<file path="config.mk">
export PLATFORM = sky130hd
export DESIGN_NAME = spx_sfr_page
export DESIGN_NICKNAME = d
export VERILOG_FILES = /design/src/hw/spx_decode.v /design/src/hw/spx_stack.v /design/src/hw/spx_sfr_page.v
export VERILOG_INCLUDE_DIRS = /design/src /design/src/common
export SDC_FILE = /design/constraint.sdc
export NUM_CORES = 1
export LEC_CHECK = 0
export BUFFER_PORTS_ARGS = -buffer_cell sky130_fd_sc_hd__buf_2
export CORE_MARGIN = 1.5
export CORE_UTILIZATION = 48
export DETAILED_ROUTE_END_ITERATION = 7
export PLACE_DENSITY = 0.83
export RECOVER_POWER = 100
export SKIP_CTS_REPAIR_TIMING = 1
export SYNTH_ARGS = -nofsm -noshare
export SYNTH_HDL_FRONTEND = slang
export SYNTH_SLANG_ARGS = --single-unit
export TNS_END_PERCENT = 30
</file>
<file path="constraint.sdc">
create_clock -name clk -period 2.3 [get_ports clk]
set_input_delay 0.345 -clock clk [delete_from_list [all_inputs] [get_ports clk]]
set_output_delay 0.345 -clock clk [all_outputs]
set_load 0.05 [all_outputs]
</file>
<file path="src/common/spx_map.vh">
// register offsets, reset values and paging constants of the sfr page block
`ifndef SPX_MAP_VH
`define SPX_MAP_VH
`define SPX_SFR_BASE 8'h80
`define SPX_ADDR_CTRL 8'h84
`define SPX_ADDR_MIDDLE 8'h85
`define SPX_ADDR_BOTTOM 8'h86
`define SPX_ADDR_ACTIVE 8'ha7
`define SPX_ADDR_XPAGE 8'haa
`define SPX_PAGE_ZERO 8'h00
`define SPX_PAGE_HIGH 8'h0f
`define SPX_IRQ_PAGE 8'h00
`define SPX_RST_ACTIVE 8'h00
`define SPX_RST_MIDDLE 8'h00
`define SPX_RST_BOTTOM 8'h00
`define SPX_RST_XPAGE 8'h00
`define SPX_RST_AUTOPG 1'b1
`define SPX_AUTOPG_BIT 0
`define SPX_BIT_NIB_A 4'h0
`define SPX_BIT_NIB_B 4'h8
`define SPX_SEL_NONE 4'h0
`define SPX_SEL_CTRL 4'h1
`define SPX_SEL_MIDDLE 4'h2
`define SPX_SEL_BOTTOM 4'h3
`define SPX_SEL_ACTIVE 4'h4
`define SPX_SEL_XPAGE 4'h5
`endif

</file>
<file path="src/hw/spx_decode.v">
// address decoder for the paged special function register space
`timescale 1ns/100ps
`default_nettype none
`include "spx_map.vh"
module spx_decode (
    input wire [7:0] addr,
    input wire [7:0] page,
    input wire direct,
    output reg is_sfr,
    output reg bit_ok,
    output reg [3:0] sel,
    output reg all_pages
);
    always @* begin
        is_sfr = direct && addr[7];
        // bit access on x0 and x8
        bit_ok = is_sfr && (addr[3:0] == `SPX_BIT_NIB_A || addr[3:0] == `SPX_BIT_NIB_B);
        sel = `SPX_SEL_NONE;
        all_pages = 1'b0;
        if (is_sfr) begin
            case (addr)
                `SPX_ADDR_ACTIVE: begin
                    sel = `SPX_SEL_ACTIVE;
                    all_pages = 1'b1;
                end
                `SPX_ADDR_MIDDLE: begin
                    sel = `SPX_SEL_MIDDLE;
                    all_pages = 1'b1;
                end
                `SPX_ADDR_BOTTOM: begin
                    sel = `SPX_SEL_BOTTOM;
                    all_pages = 1'b1;
                end
                `SPX_ADDR_CTRL: begin
                    if (page == `SPX_PAGE_HIGH) begin
                        sel = `SPX_SEL_CTRL;
                    end
                end
                `SPX_ADDR_XPAGE: begin
                    if (page == `SPX_PAGE_ZERO) begin
                        sel = `SPX_SEL_XPAGE;
                    end
                end
                default: begin
                    sel = `SPX_SEL_NONE;
                end
            endcase
        end
    end
endmodule
`default_nettype wire

</file>
<file path="src/hw/spx_stack.v">
// three-entry sfr page stack with push, pop and software writes
`timescale 1ns/100ps
`default_nettype none
`include "spx_map.vh"
module spx_stack (
    input wire clk,
    input wire rst_n,
    input wire push,
    input wire pop,
    input wire wr_active,
    input wire wr_middle,
    input wire wr_bottom,
    input wire [7:0] wdata,
    output reg [7:0] active_q,
    output reg [7:0] middle_q,
    output reg [7:0] bottom_q
);
    always @(posedge clk) begin
        if (!rst_n) begin
            active_q <= `SPX_RST_ACTIVE;
            middle_q <= `SPX_RST_MIDDLE;
            bottom_q <= `SPX_RST_BOTTOM;
        end else if (push) begin
            bottom_q <= middle_q;
            middle_q <= active_q;
            active_q <= `SPX_IRQ_PAGE;
        end else if (pop) begin
            active_q <= middle_q;
            middle_q <= bottom_q;
            bottom_q <= `SPX_PAGE_ZERO;
        end else begin
            if (wr_active) begin
                active_q <= wdata;
            end
            if (wr_middle) begin
                middle_q <= wdata;
            end
            if (wr_bottom) begin
                bottom_q <= wdata;
            end
        end
    end
endmodule
`default_nettype wire

</file>
<file path="src/hw/spx_sfr_page.v">
// sfr paging, page stack and xram page register of the core
`timescale 1ns/100ps
`default_nettype none
`include "spx_map.vh"
// Operation
// - 8-bit external move takes high address byte from xram page bits.
// - direct access at 0x80 and above goes to sfr space.
// - sfrs at low nibble 0 or 8 are bit addressable too.
// - 8-bit page number; only pages zero and fifteen populated.
// - interrupt entry pushes: middle to bottom, active to middle.
// - after push, active page loads page zero.
// - interrupt return pops: middle to active, bottom to middle.
// - empty bottom delivers zero into middle on pop.
// - software writes to stack registers never push or pop.
// - all three stack entries readable and writable by software.
// - push overwrites bottom entry unconditionally.
// - automatic paging enable is set by reset.
// - cleared enable stops page load, push and pop.
// - all-page registers decode regardless of active page.
// - active page writable except in a push or pop cycle, applies to later accesses.
// - active page register at 0xa7 on all pages, reset zero.
// - control register at 0x84 on page fifteen, bit 0 only.
// - middle entry register at 0x85 on all pages, reset zero.
// - external move low byte from named index register.
module spx_sfr_page (
    input wire clk,
    input wire rst_n,
    input wire sfr_direct,
    input wire [7:0] sfr_addr,
    input wire sfr_wr,
    input wire sfr_rd,
    input wire sfr_bit,
    input wire [2:0] sfr_bit_pos,
    input wire [7:0] sfr_wdata,
    input wire irq_enter,
    input wire irq_return,
    input wire xmove_short,
    input wire xmove_idx_sel,
    input wire [7:0] idx_reg_zero,
    input wire [7:0] idx_reg_one,
    input wire [15:0] xmove_long_addr,
    output reg [7:0] sfr_rdata,
    output reg sfr_hit,
    output reg sfr_bit_err,
    output reg [7:0] page_sel,
    output reg sfr_space,
    output reg [15:0] xram_addr,
    output reg autopage_enable
);
    // ======================================================================
    // declarations
    wire is_sfr;
    wire bit_ok;
    wire [3:0] sel;
    wire [7:0] active_q;
    wire [7:0] middle_q;
    wire [7:0] bottom_q;
    reg [7:0] xpage_q;
    reg autopg_q;
    reg [7:0] rdata_d;
    reg [7:0] byte_d;
    reg [7:0] merged;
    reg [7:0] sfr_rdata_d;
    reg sfr_hit_d;
    reg sfr_bit_err_d;
    reg [7:0] page_sel_d;
    reg sfr_space_d;
    reg [15:0] xram_addr_d;
    reg autopage_enable_d;
    wire acc_any;
    wire bit_acc;
    wire wr_ok;
    wire do_push;
    wire do_pop;
    wire wr_active;
    wire wr_middle;
    wire wr_bottom;
    wire wr_ctrl;
    wire wr_xpage;
    wire [7:0] idx_byte;

    // ======================================================================
    // helper functions
    // true when the decoded select names the given register
    function sel_is;
        input [3:0] code_sel;
        input [3:0] code_ref;
        begin
            sel_is = (code_sel == code_ref);
        end
    endfunction

    // byte view of one of this block's registers
    function [7:0] reg_pick;
        input [3:0] code_sel;
        input [7:0] act;
        input [7:0] mid;
        input [7:0] bot;
        input ctl;
        input [7:0] xpg;
        begin
            case (code_sel)
                `SPX_SEL_ACTIVE: reg_pick = act;
                `SPX_SEL_MIDDLE: reg_pick = mid;
                `SPX_SEL_BOTTOM: reg_pick = bot;
                `SPX_SEL_CTRL: reg_pick = {7'h00, ctl};
                `SPX_SEL_XPAGE: reg_pick = xpg;
                default: reg_pick = 8'h00;
            endcase
        end
    endfunction

    // one bit replaced, rest of the byte kept
    function [7:0] bit_merge;
        input [7:0] old_byte;
        input [2:0] pos;
        input new_bit;
        reg [7:0] tmp;
        begin
            tmp = old_byte;
            tmp[pos] = new_bit;
            bit_merge = tmp;
        end
    endfunction

    // one bit moved down to bit 0
    function [7:0] bit_pick;
        input [7:0] src_byte;
        input [2:0] pos;
        begin
            bit_pick = {7'h00, src_byte[pos]};
        end
    endfunction

    // page byte on top, low byte below
    function [15:0] xram_join;
        input [7:0] hi_byte;
        input [7:0] lo_byte;
        begin
            xram_join = {hi_byte, lo_byte};
        end
    endfunction

    // ======================================================================
    // address decode
    spx_decode u_dec (
        .addr(sfr_addr),
        .page(active_q),
        .direct(sfr_direct),
        .is_sfr(is_sfr),
        .bit_ok(bit_ok),
        .sel(sel),
        .all_pages()
    );

    // ======================================================================
    // access qualifiers and write strobes
    assign acc_any = sfr_rd || sfr_wr;
    // bit access needs x0 or x8 address
    assign bit_acc = sfr_bit && bit_ok;
    // bit writes to byte-only registers are dropped whole
    assign wr_ok = sfr_wr && (!sfr_bit || bit_ok);
    // active page written on any page
    assign wr_active = wr_ok && sel_is(sel, `SPX_SEL_ACTIVE);
    // middle entry written on any page
    assign wr_middle = wr_ok && sel_is(sel, `SPX_SEL_MIDDLE);
    // bottom entry written on any page
    assign wr_bottom = wr_ok && sel_is(sel, `SPX_SEL_BOTTOM);
    // control written on page fifteen only
    assign wr_ctrl = wr_ok && sel_is(sel, `SPX_SEL_CTRL);
    // xram page written on page zero only
    assign wr_xpage = wr_ok && sel_is(sel, `SPX_SEL_XPAGE);

    // ======================================================================
    // read and write merge
    always @* begin
        byte_d = reg_pick(sel, active_q, middle_q, bottom_q, autopg_q, xpage_q);
        merged = sfr_wdata;
        if (bit_acc) begin
            merged = bit_merge(byte_d, sfr_bit_pos, sfr_wdata[0]);
        end
        rdata_d = byte_d;
        if (bit_acc) begin
            rdata_d = bit_pick(byte_d, sfr_bit_pos);
        end
    end

    // ======================================================================
    // stack operation requests
    // gate stack ops by enable
    assign do_push = irq_enter && autopg_q;
    // entry wins when both strobes meet, so no page is lost
    assign do_pop = irq_return && autopg_q && !irq_enter;

    // ======================================================================
    // page stack
    // push and pop never reach the stack in the same cycle
    spx_stack u_stk (
        .clk(clk),
        .rst_n(rst_n),
        .push(do_push),
        .pop(do_pop),
        .wr_active(wr_active),
        .wr_middle(wr_middle),
        .wr_bottom(wr_bottom),
        .wdata(merged),
        .active_q(active_q),
        .middle_q(middle_q),
        .bottom_q(bottom_q)
    );

    // ======================================================================
    // automatic paging enable
    always @(posedge clk) begin
        if (!rst_n) begin
            autopg_q <= `SPX_RST_AUTOPG;
        end else if (wr_ctrl) begin
            autopg_q <= merged[`SPX_AUTOPG_BIT];
        end
    end

    // ======================================================================
    // xram page register
    always @(posedge clk) begin
        if (!rst_n) begin
            xpage_q <= `SPX_RST_XPAGE;
        end else if (wr_xpage) begin
            xpage_q <= merged;
        end
    end

    assign idx_byte = xmove_idx_sel ? idx_reg_one : idx_reg_zero;

    // ======================================================================
    // next values of the registered outputs
    always @* begin
        // read data is zero when no read is made
        sfr_rdata_d = 8'h00;
        if (sfr_rd) begin
            sfr_rdata_d = rdata_d;
        end
        sfr_hit_d = acc_any && !sel_is(sel, `SPX_SEL_NONE);
        sfr_bit_err_d = acc_any && sfr_bit && is_sfr && !bit_ok;
        page_sel_d = active_q;
        // route direct upper half to sfr
        sfr_space_d = is_sfr;
        if (xmove_short) begin
            xram_addr_d = xram_join(xpage_q, idx_byte);
        end else begin
            xram_addr_d = xmove_long_addr;
        end
        autopage_enable_d = autopg_q;
    end

    // ======================================================================
    // read data output
    always @(posedge clk) begin
        if (!rst_n) begin
            sfr_rdata <= 8'h00;
        end else begin
            sfr_rdata <= sfr_rdata_d;
        end
    end

    // ======================================================================
    // register hit output
    always @(posedge clk) begin
        if (!rst_n) begin
            sfr_hit <= 1'b0;
        end else begin
            sfr_hit <= sfr_hit_d;
        end
    end

    // ======================================================================
    // bit access error output
    always @(posedge clk) begin
        if (!rst_n) begin
            sfr_bit_err <= 1'b0;
        end else begin
            sfr_bit_err <= sfr_bit_err_d;
        end
    end

    // ======================================================================
    // page select output
    always @(posedge clk) begin
        if (!rst_n) begin
            page_sel <= `SPX_RST_ACTIVE;
        end else begin
            page_sel <= page_sel_d;
        end
    end

    // ======================================================================
    // sfr space output
    always @(posedge clk) begin
        if (!rst_n) begin
            sfr_space <= 1'b0;
        end else begin
            sfr_space <= sfr_space_d;
        end
    end

    // ======================================================================
    // xram address output
    always @(posedge clk) begin
        if (!rst_n) begin
            xram_addr <= 16'h0000;
        end else begin
            xram_addr <= xram_addr_d;
        end
    end

    // ======================================================================
    // paging enable output
    always @(posedge clk) begin
        if (!rst_n) begin
            autopage_enable <= `SPX_RST_AUTOPG;
        end else begin
            autopage_enable <= autopage_enable_d;
        end
    end
endmodule
`default_nettype wire

</file>
Yosys cells after proc, flatten, opt, wreduce, memory -nomap -nowiden
Cells that the tools add are included.
- flip-flop bits (word level): 69
- word-level logic and storage cells: 84
- input bits: 61
- output and inout bits: 36
- mux-type cells: 22
- eq/ne operators: 12
- $lt $le $gt $ge: 2
- bitwise operators: 2
- reduce and logical (&&, ||, !) cells: 33
- operator list (cell ; count):
    two-way mux 8 bit ; 10
    equality test 8 bit (second input constant) ; 5
    case mux 8 bit (5 select lines) ; 1
    case mux 4 bit (5 select lines) ; 1
    logical AND 1 bit ; 17
    two-way mux 16 bit ; 1
    bitwise mux 8 bit ; 1
    equality test 4 x 2 -> 1 bit (second input constant) ; 2
    equality test 4 x 3 -> 1 bit (second input constant) ; 2
    equality test 8 x 4 -> 1 bit (second input constant) ; 1
    zero test 4 bit ; 2
    zero test 8 bit ; 1
    nonzero test 3 bit ; 2
    equality test 4 x 1 -> 1 bit (second input constant) ; 1
    equality test 4 bit (second input constant) ; 1
    zero test 1 bit ; 4
    less-than comparator 3 x 4 -> 1 bit (second input constant) ; 1
    two-way mux 1 bit ; 4
    two-way mux 4 bit ; 1
    binary-select mux 1 bit (select 3 bit) ; 1
    demux 1 bit (select 3 bit) ; 1
    greater-or-equal comparator 3 x 1 -> 1 bit (second input constant) ; 1
    logical OR 1 bit ; 3
    two-way mux 3 bit ; 1
    other kinds (5) ; 6

Depth between registers and ports, before layout
Gate-level depths: netlist of the first run.
- depth after elaboration: 11
- depth in mapped cells: 8

By module
A second synthesis of the first run with hierarchy kept.
- cells, all modules: 411
- area, all modules: 3838.7 µm²
- by module, submodules not included (module ; cells each ; times used ; seq. area each (µm²) ; area each (µm²)):
    spx_sfr_page ; 264 ; 1 ; 900.9 ; 2476.1
    spx_stack ; 125 ; 1 ; 480.5 ; 1206.2
    spx_decode ; 22 ; 1 ; 0.0 ; 156.4

Least setup slack after synthesis of the first run
No wires, ideal clock.
- path type: input to register
- start point: input port sfr_addr[0]
- end point: register xpage_q[0] (netlist: reg_pick.xpg[0])
- stages on the path: 7
- path slack: 143 ps
- arrival: 2041 ps
- cells stage by stage: buf_2 or4_4 or3_4 or4_1 buf_2 nand2_1 a21boi_1
- cells in the longest elaborated chain, start to end: 7
- RTL lines (what ; RTL line ; RTL):
    start, declared ; spx_sfr_page.v:29 ; input wire [7:0] sfr_addr,
    equality test 8 bit ; spx_decode.v:21 ; case (addr)
    case mux 4 bit (5 select lines) ; spx_decode.v:21 ;
    two-way mux 4 bit ; spx_decode.v:20 ; if (is_sfr) begin
    equality test 4 x 3 -> 1 bit, or another cell as far along ; spx_sfr_page.v:89, spx_sfr_page.v:102 ;
    case mux 8 bit (5 select lines) ; spx_sfr_page.v:102 ; case (code_sel)
    bitwise mux 8 bit ; spx_sfr_page.v:121 ; tmp[pos] = new_bit;
    two-way mux 8 bit ; spx_sfr_page.v:179 ; if (bit_acc) begin
    end signal, assigned ; spx_sfr_page.v:226 ; xpage_q <= `SPX_RST_XPAGE;
    end signal, assigned ; spx_sfr_page.v:228 ; xpage_q <= merged;
    end, declared ; spx_sfr_page.v:58 ; reg [7:0] xpage_q;
Parallel ways exist; a longest one is shown, timed or not.
A chain may end at the register's enable or synchronous reset.

Final worst setup path of the first run
- start point: register u_stk.active_q[5]
- end point: register u_stk.middle_q[3]
- cells in the longest elaborated chain, start to end: 11
- RTL lines (what ; RTL line ; RTL):
    start, declared ; spx_stack.v:14 ; output reg [7:0] active_q,
    start signal, assigned ; spx_stack.v:20 ; active_q <= `SPX_RST_ACTIVE;
    start signal, assigned ; spx_stack.v:26 ; active_q <= `SPX_IRQ_PAGE;
    start signal, assigned ; spx_stack.v:28 ; active_q <= middle_q;
    equality test 8 x 4 -> 1 bit (no line) / zero test 8 bit (equally long branches) ; -- ;
    two-way mux 1 bit / two-way mux 3 bit (equally long branches) ; spx_decode.v:35, spx_decode.v:40 ;
    case mux 4 bit (5 select lines) (*) ; spx_decode.v:21 ;
    two-way mux 4 bit (*) ; spx_decode.v:20 ;
    equality test 4 x 3 -> 1 bit, or another cell as far along ; spx_sfr_page.v:102 ;
    case mux 8 bit (5 select lines) ; spx_sfr_page.v:102 ;
    bitwise mux 8 bit ; spx_sfr_page.v:121 ;
    two-way mux 8 bit ; spx_sfr_page.v:179 ;
    two-way mux 8 bit ; spx_stack.v:35 ; if (wr_middle) begin
    two-way mux 8 bit ; spx_stack.v:27 ; end else if (pop) begin
    two-way mux 8 bit ; spx_stack.v:23 ; end else if (push) begin
    end signal, assigned ; spx_stack.v:25 ; middle_q <= active_q;
    end signal, assigned ; spx_stack.v:29 ; middle_q <= bottom_q;
    end signal, assigned ; spx_stack.v:36 ; middle_q <= wdata;
    end, declared ; spx_stack.v:15 ; output reg [7:0] middle_q,
Mark *: on every way between the ends. The rest lies on a longest branch, timed or not. The select of a mux whose other input is x is not followed.

==> results of run 1 <==
-- power by group through the flow --
stage | registers [W] | clock network [W] | logic (W)
4_1_cts | 0.00126 | 0.00102 | 0.000426
2_1_floorplan | 0.00136 | 0 | 0.000208
3_5_place_dp | 0.00129 | 0 | 0.000423
5_1_grt | 0.00127 | 0.00108 | 0.000448
3_3_place_gp | 0.00129 | 0 | 0.000416
6_report | 0.00127 | 0.00101 | 0.000415
-- stage by stage --
stage	utilization [%]	std cells	worst slack (ps)	setup TNS (ps)	power, W
3_3_place_gp	60.12	616	-59.72	-85.42	0.001706
5_1_grt	61.53	632	8.882	0	0.002803
4_1_cts	62.91	632	116.7	0	0.002713
2_1_floorplan	-	412	142.6	0	0.001564
3_5_place_dp	60.12	616	-26.83	-69.26	0.001715
6_report	61.53	632	17.72	0	0.002691
-- sequential cells by signal, indices dropped and copies added (netlist names) --
name               flops
u_stk.active_q         8
xram_addr             16
page_sel               8
sfr_bit_err            1
sfr_rdata              8
autopage_enable        1
reg_pick.xpg           8
u_stk.bottom_q         8
sfr_space              1
u_stk.middle_q         8
autopage_enable_d      1
sfr_hit                1
-- critical path, cell delays in order (launching register included) --
cell and delay (ps):
dfxtp_1 450, nor4_1 130, buf_4 180, and3_1 180, a221oi_1 580, a311oi_1 200
o21ai_0 310, a31oi_1 130
-- path summary, 6_finish.rpt --
| kind | startpoint | end | depth (start not counted) |
|---|---|---|---|
| worst max-delay path | u_stk.active_q[5] | u_stk.middle_q[3] | 7 |
| worst min-delay path | xmove_long_addr[7] | xram_addr[7] | 2 |
| worst max register to register | u_stk.active_q[5] | u_stk.middle_q[3] | 7 |
| worst min register to register | reg_pick.xpg[5] | reg_pick.xpg[5] | 2 |
-- synth_stat cells (all sizes together), types with 2 or more instances --
library cell  number
nand3b             3
dfxtp             69
nor2b              9
mux2i             26
buf                8
and2              19
a22oi              5
or3                2
a311oi             5
nor3               7
or3b               3
clkbuf            23
nor4              11
and3b              2
nand2             53
o211a              9
or2                3
a211oi             8
nor2              22
a31oi              8
nand3              9
a21oi             22
nand2b             7
a22o               2
nor4bb             2
or4                2
a222oi             3
nand4              3
a21boi            10
nor3b              4
a221oi             6
o21ai             24
and3              13
-- final cells by class --
class / instances / area (µm²) / area share, %
clock inverters: 3 / 43.79 / 0.9812
multi-input cells: 312 / 2021 / 45.28
flip-flops and latches: 69 / 1381 / 30.95
clock buffers: 13 / 158.9 / 3.560
well taps: 99 / 123.9 / 2.775
repair buffers: 136 / 734.5 / 16.46
-- per-layer routing --
metal  wire length (µm)  GRT usage [%]
met1               4560          34.60
met2               4862          44.77
met3                734          4.063
met4                214          10.77
met5                  0              0
-- cells by family after synthesis --
kind of cell              after synthesis  share of synthesized area, %
DFF                                    69                         38.49
xor gates and xnor gates                1                        0.2441
and+or+nand+nor                       176                         28.52
buffers and inverters                  31                         4.045
AOI/OAI and AO/OA                     109                         21.44
muxes                                  26                         7.252
==> results.txt, run 1 <==
Status: complete, no violations
Async S/R FF share, synth: 0%
F_max: 438.2 MHz
Diode count: 0
Setup CP Type: flop to flop
Combinational Power Share: 15.4%
Clk slew on worst S/H paths: 70 ps
Post-layout nets: 589
Drt pass-1 iters: 6
Crit end category: flop
CTS tree: yes
Normalized max-slew margin: 23.22%
Global Route Usage Sum: 26.77%
Wirelength per Cell: 16.41 µm
Routed wire length: 10370 µm
Synth Register Bits: 69
Syn avg cell area: 8.710 µm²
I/O Pins: 97
Worst Hold Slack: 217.8 ps
Die Y: 89.47 µm
R2R setup slack: 20 ps
Synthesized area: 3588 µm²
Final instance area: 4463 µm²
First-pass GRT wire length: 16280 µm
PortBufs: 96
Clock Tree Root: clkbuf_8
Cell Area, Placed: 4360 µm²
Layout cells sized above 1: 22.89%
Clock network power share: 37.5%
Post-layout min period: 2282 ps
Sequential-to-total area share from yosys stat: 38.49%
Area contributors post-synth: dfxtp_1 (38%), mux2i_1 (7.3%), nand2_1 (5.5%)
Warnings, synthesis: 0
Post-synth EDFFs: 0
Sequential Power Share: 47.0%
CP max FO: 8
Worst-Skew Late Latency: 350 ps
1st-iter DRT viols: 365
Endpoints failing setup: 0
Final hold viol count: 0
Htree depth: 3
Initial antenna violation count: 0
Clock Tree Buf Depth: 2
Max-slew violations: 0
RSZ-0062 raised after global routing: false
Final Cycle Share: 99.23%
Num rows: 31
Vias in the first global route: 3294
Switching power: 0.0007423 W
Die W: 89.47 µm
DRC: 0
Remaining Overflow, GRT: 0
Switch share: 27.59%
WP data arrival: 2500 ps
Core Area: 7253 µm²
Yosys top cell area share: 38.49%
Worst-Margin Slew: 1152 ps
Max-Cap Viols: 0
Post-synth cell types: 58
Via count: 3657
Largest net degree at the start of global routing: 34
Initial Utilization: 49.47%
Worst Hold Class: input port to flop
Synth-to-Final Area Change: 24.37%
Pint: 0.001948 W
DRT antenna net count: 0
Dpl hpwl: 7810 µm
Via/cell ratio: 5.786
Fillers: 649
Leak: 1.821 nW
Syn nets: 473
Gpl congestion: 0.9208
Worst Skew: 11.95 ps
Ys flop type: dfxtp_1
Commonest non-fill, non-tap cells in the layout: dfxtp_1 (69), buf_2 (58), nand2_1 (53)
Leading area contributor after synthesis: dfxtp_1
Critical Path RT: 2520 ps
Total CTS buffers: 9
Clk sinks: 69
Commonest non-fill, non-tap cell in the layout: dfxtp_1
VDD IR max: 0.0002752 V
Die ar.: 8004 µm²
PwrDens: 602.9 nW/µm²
Gate Count Post-Synth: 412
Setup crit start kind: flop
Note: power is estimated with default switching activity, not from simulation.
==> run 2, diff against run 1 <==
Settings changed: REMOVE_ABC_BUFFERS set to 1.
==> results.txt, run 2 (synthesis gave the netlist of run 1 again) <==
Status: complete, no violations
Reg2reg end: u_stk.middle_q[5]
WP data arrival: 2490 ps
Hold Crit Depth: 2
Num rows: 31
Htree depth: 3
Routed wire length: 10160 µm
Worst min-delay path startpoint: xmove_long_addr[3]
R2R setup slack: 90 ps
Fillers: 635
Core Area: 7253 µm²
Worst reg2reg startpoint: u_stk.active_q[0]
Final core occ: 61.64%
Die ar.: 8004 µm²
Clock Tree Buf Depth: 2
Die Y: 89.47 µm
Final Cycle Share: 96.01%
Dpl hpwl: 7674 µm
Vias in the first global route: 3239
Clk sinks: 69
PortBufs: 96
Initial Utilization: 49.47%
Max-Cap Viols: 0
Total CTS buffers: 9
F_max: 452.8 MHz
Drt pass-1 iters: 5
Clock Tree Root: clkbuf_8
Largest register FFs: 16
Crit-path slowest cell: or4_4
Multi-input logic area: 2071 µm²
1st-iter DRT viols: 353
Critical Path RT: 2580 ps
CP delay by family, top: compound AO/OA/AOI/OAI gates
Reg2reg path depth: 8
Most used cell, CP: buf_4
Normalized max-slew margin: 29.45%
RSZ-0062 raised after global routing: true
Layout cells sized above 1: 22.94%
Worst-Margin Slew: 1058 ps
Worst path cell trace: or4_4, buf_4, nor4_4, buf_4, a221oi_1, a311oi_1, o21ai_0, a31oi_1
Setup crit start kind: flop
First-pass GRT wire length: 15740 µm
Commonest non-fill, non-tap cell in the layout: dfxtp_1
Post-layout nets: 579
Global Route Usage Sum: 26.05%
Crit end category: flop
Worst Skew: 14.06 ps
I/O Pins: 97
Die W: 89.47 µm
Hold Path End: xram_addr[3]
Storage cell area: 1381 µm²
Wirelength per Cell: 16.34 µm
Crit-path max cell delay: 540 ps
Layout Cells excl Fill: 622
Max-slew violations: 0
DRC: 0
Post-layout min period: 2208 ps
Worst-Skew Late Latency: 350 ps
Total Power: 0.002765 W
VDD IR max: 0.0002749 V
CTS tree: yes
Via/cell ratio: 5.815
WP buf/inv: 2
Largest net degree at the start of global routing: 31
Final hold viol count: 0
Biggest register: xram_addr
Via count: 3617
Dpl cells: 605
Final worst slack: 91.76 ps
Clk slew on worst S/H paths: 70 ps
PwrDens: 618.4 nW/µm²
Setup CP Type: flop to flop
Initial antenna violation count: 0
Synth-to-Final Area Change: 24.58%
Endpoints failing setup: 0
Commonest non-fill, non-tap cells in the layout: dfxtp_1 (69), buf_2 (59), nand2_1 (53)
DP Worst Slack: -36.53 ps
DRT antenna net count: 0
Leak: 1.815 nW
Remaining Overflow, GRT: 0
CP max FO: 7
Diode count: 0
Worst Hold Class: input port to flop
Gpl congestion: 0.9263
run 2: cell types whose count changed in the layout (fill, tap and decap cells not counted), sizes merged:
cell      delta
clkbuf       -9
buf          -4
bufinv       +1
clkinvlp     +1
inv          +1
run 2: worst reg2reg max path, delay by kind of cell, from the launching register on:
family,cells,cell delay (ps)
AO/OA/AOI/OAI,4,750
buffers and inverters,2,350
flip-flops,1,320
AND/OR/NAND/NOR,2,730
run 2: per-layer routing:
layer  track usage (%)  part of all wire (%)  up-vias
met3             6.094                   9.9       21
li1                  -                     -     1721
met5                 0                     0        -
met2             43.47                    47      216
met1             32.23                    41     1659
met4             10.91                   2.3        0
run 2: final cells by class:
| cell class | count | share of cell area (%) |
|---|---|---|
| tap | 99 | 2.771 |
| timing repair buffer | 126 | 15.23 |
| clock buffer | 10 | 2.855 |
| sequential | 69 | 30.90 |
| multi-input combinational | 312 | 46.32 |
| clock inverter | 6 | 1.931 |
run 2: through the flow:
stage / hold WS, ps / setup TNS (ps) / cell area [µm²]
after floorplan: 406.9 / 0 / 3443
after global placement: 459.1 / -12.80 / 4290
after detailed placement: 471.9 / -95.73 / 4290
after CTS: 202.4 / 0 / 4504
after global routing: 205.4 / -45.10 / 4471
final: 215.2 / 0 / 4471
run 2: where the power goes:
group	leakage, nW	switching [W]	total, W	internal, W
combinational	1.14	0.000269	0.000422	0.000153
sequential	0.563	0.0000287	0.00127	0.00124
clock	0.107	0.000467	0.00108	0.000610
total	1.81	0.000764	0.00276	0.00200
run 2: worst max-delay path by stage:
| stage | startpoint | depth (start not counted) | slack [ps] | to |
|---|---|---|---|---|
| after floorplan | sfr_addr[3] | 6 | 120 | u_stk.middle_q[4] |
| after global placement | sfr_addr[2] | 8 | -10 | u_stk.middle_q[5] |
| after detailed placement | sfr_addr[2] | 8 | -40 | u_stk.middle_q[5] |
| after CTS | u_stk.active_q[1] | 7 | 80 | u_stk.middle_q[5] |
| after global routing | u_stk.active_q[0] | 8 | -40 | u_stk.middle_q[5] |
| final | u_stk.active_q[0] | 8 | 90 | u_stk.middle_q[5] |
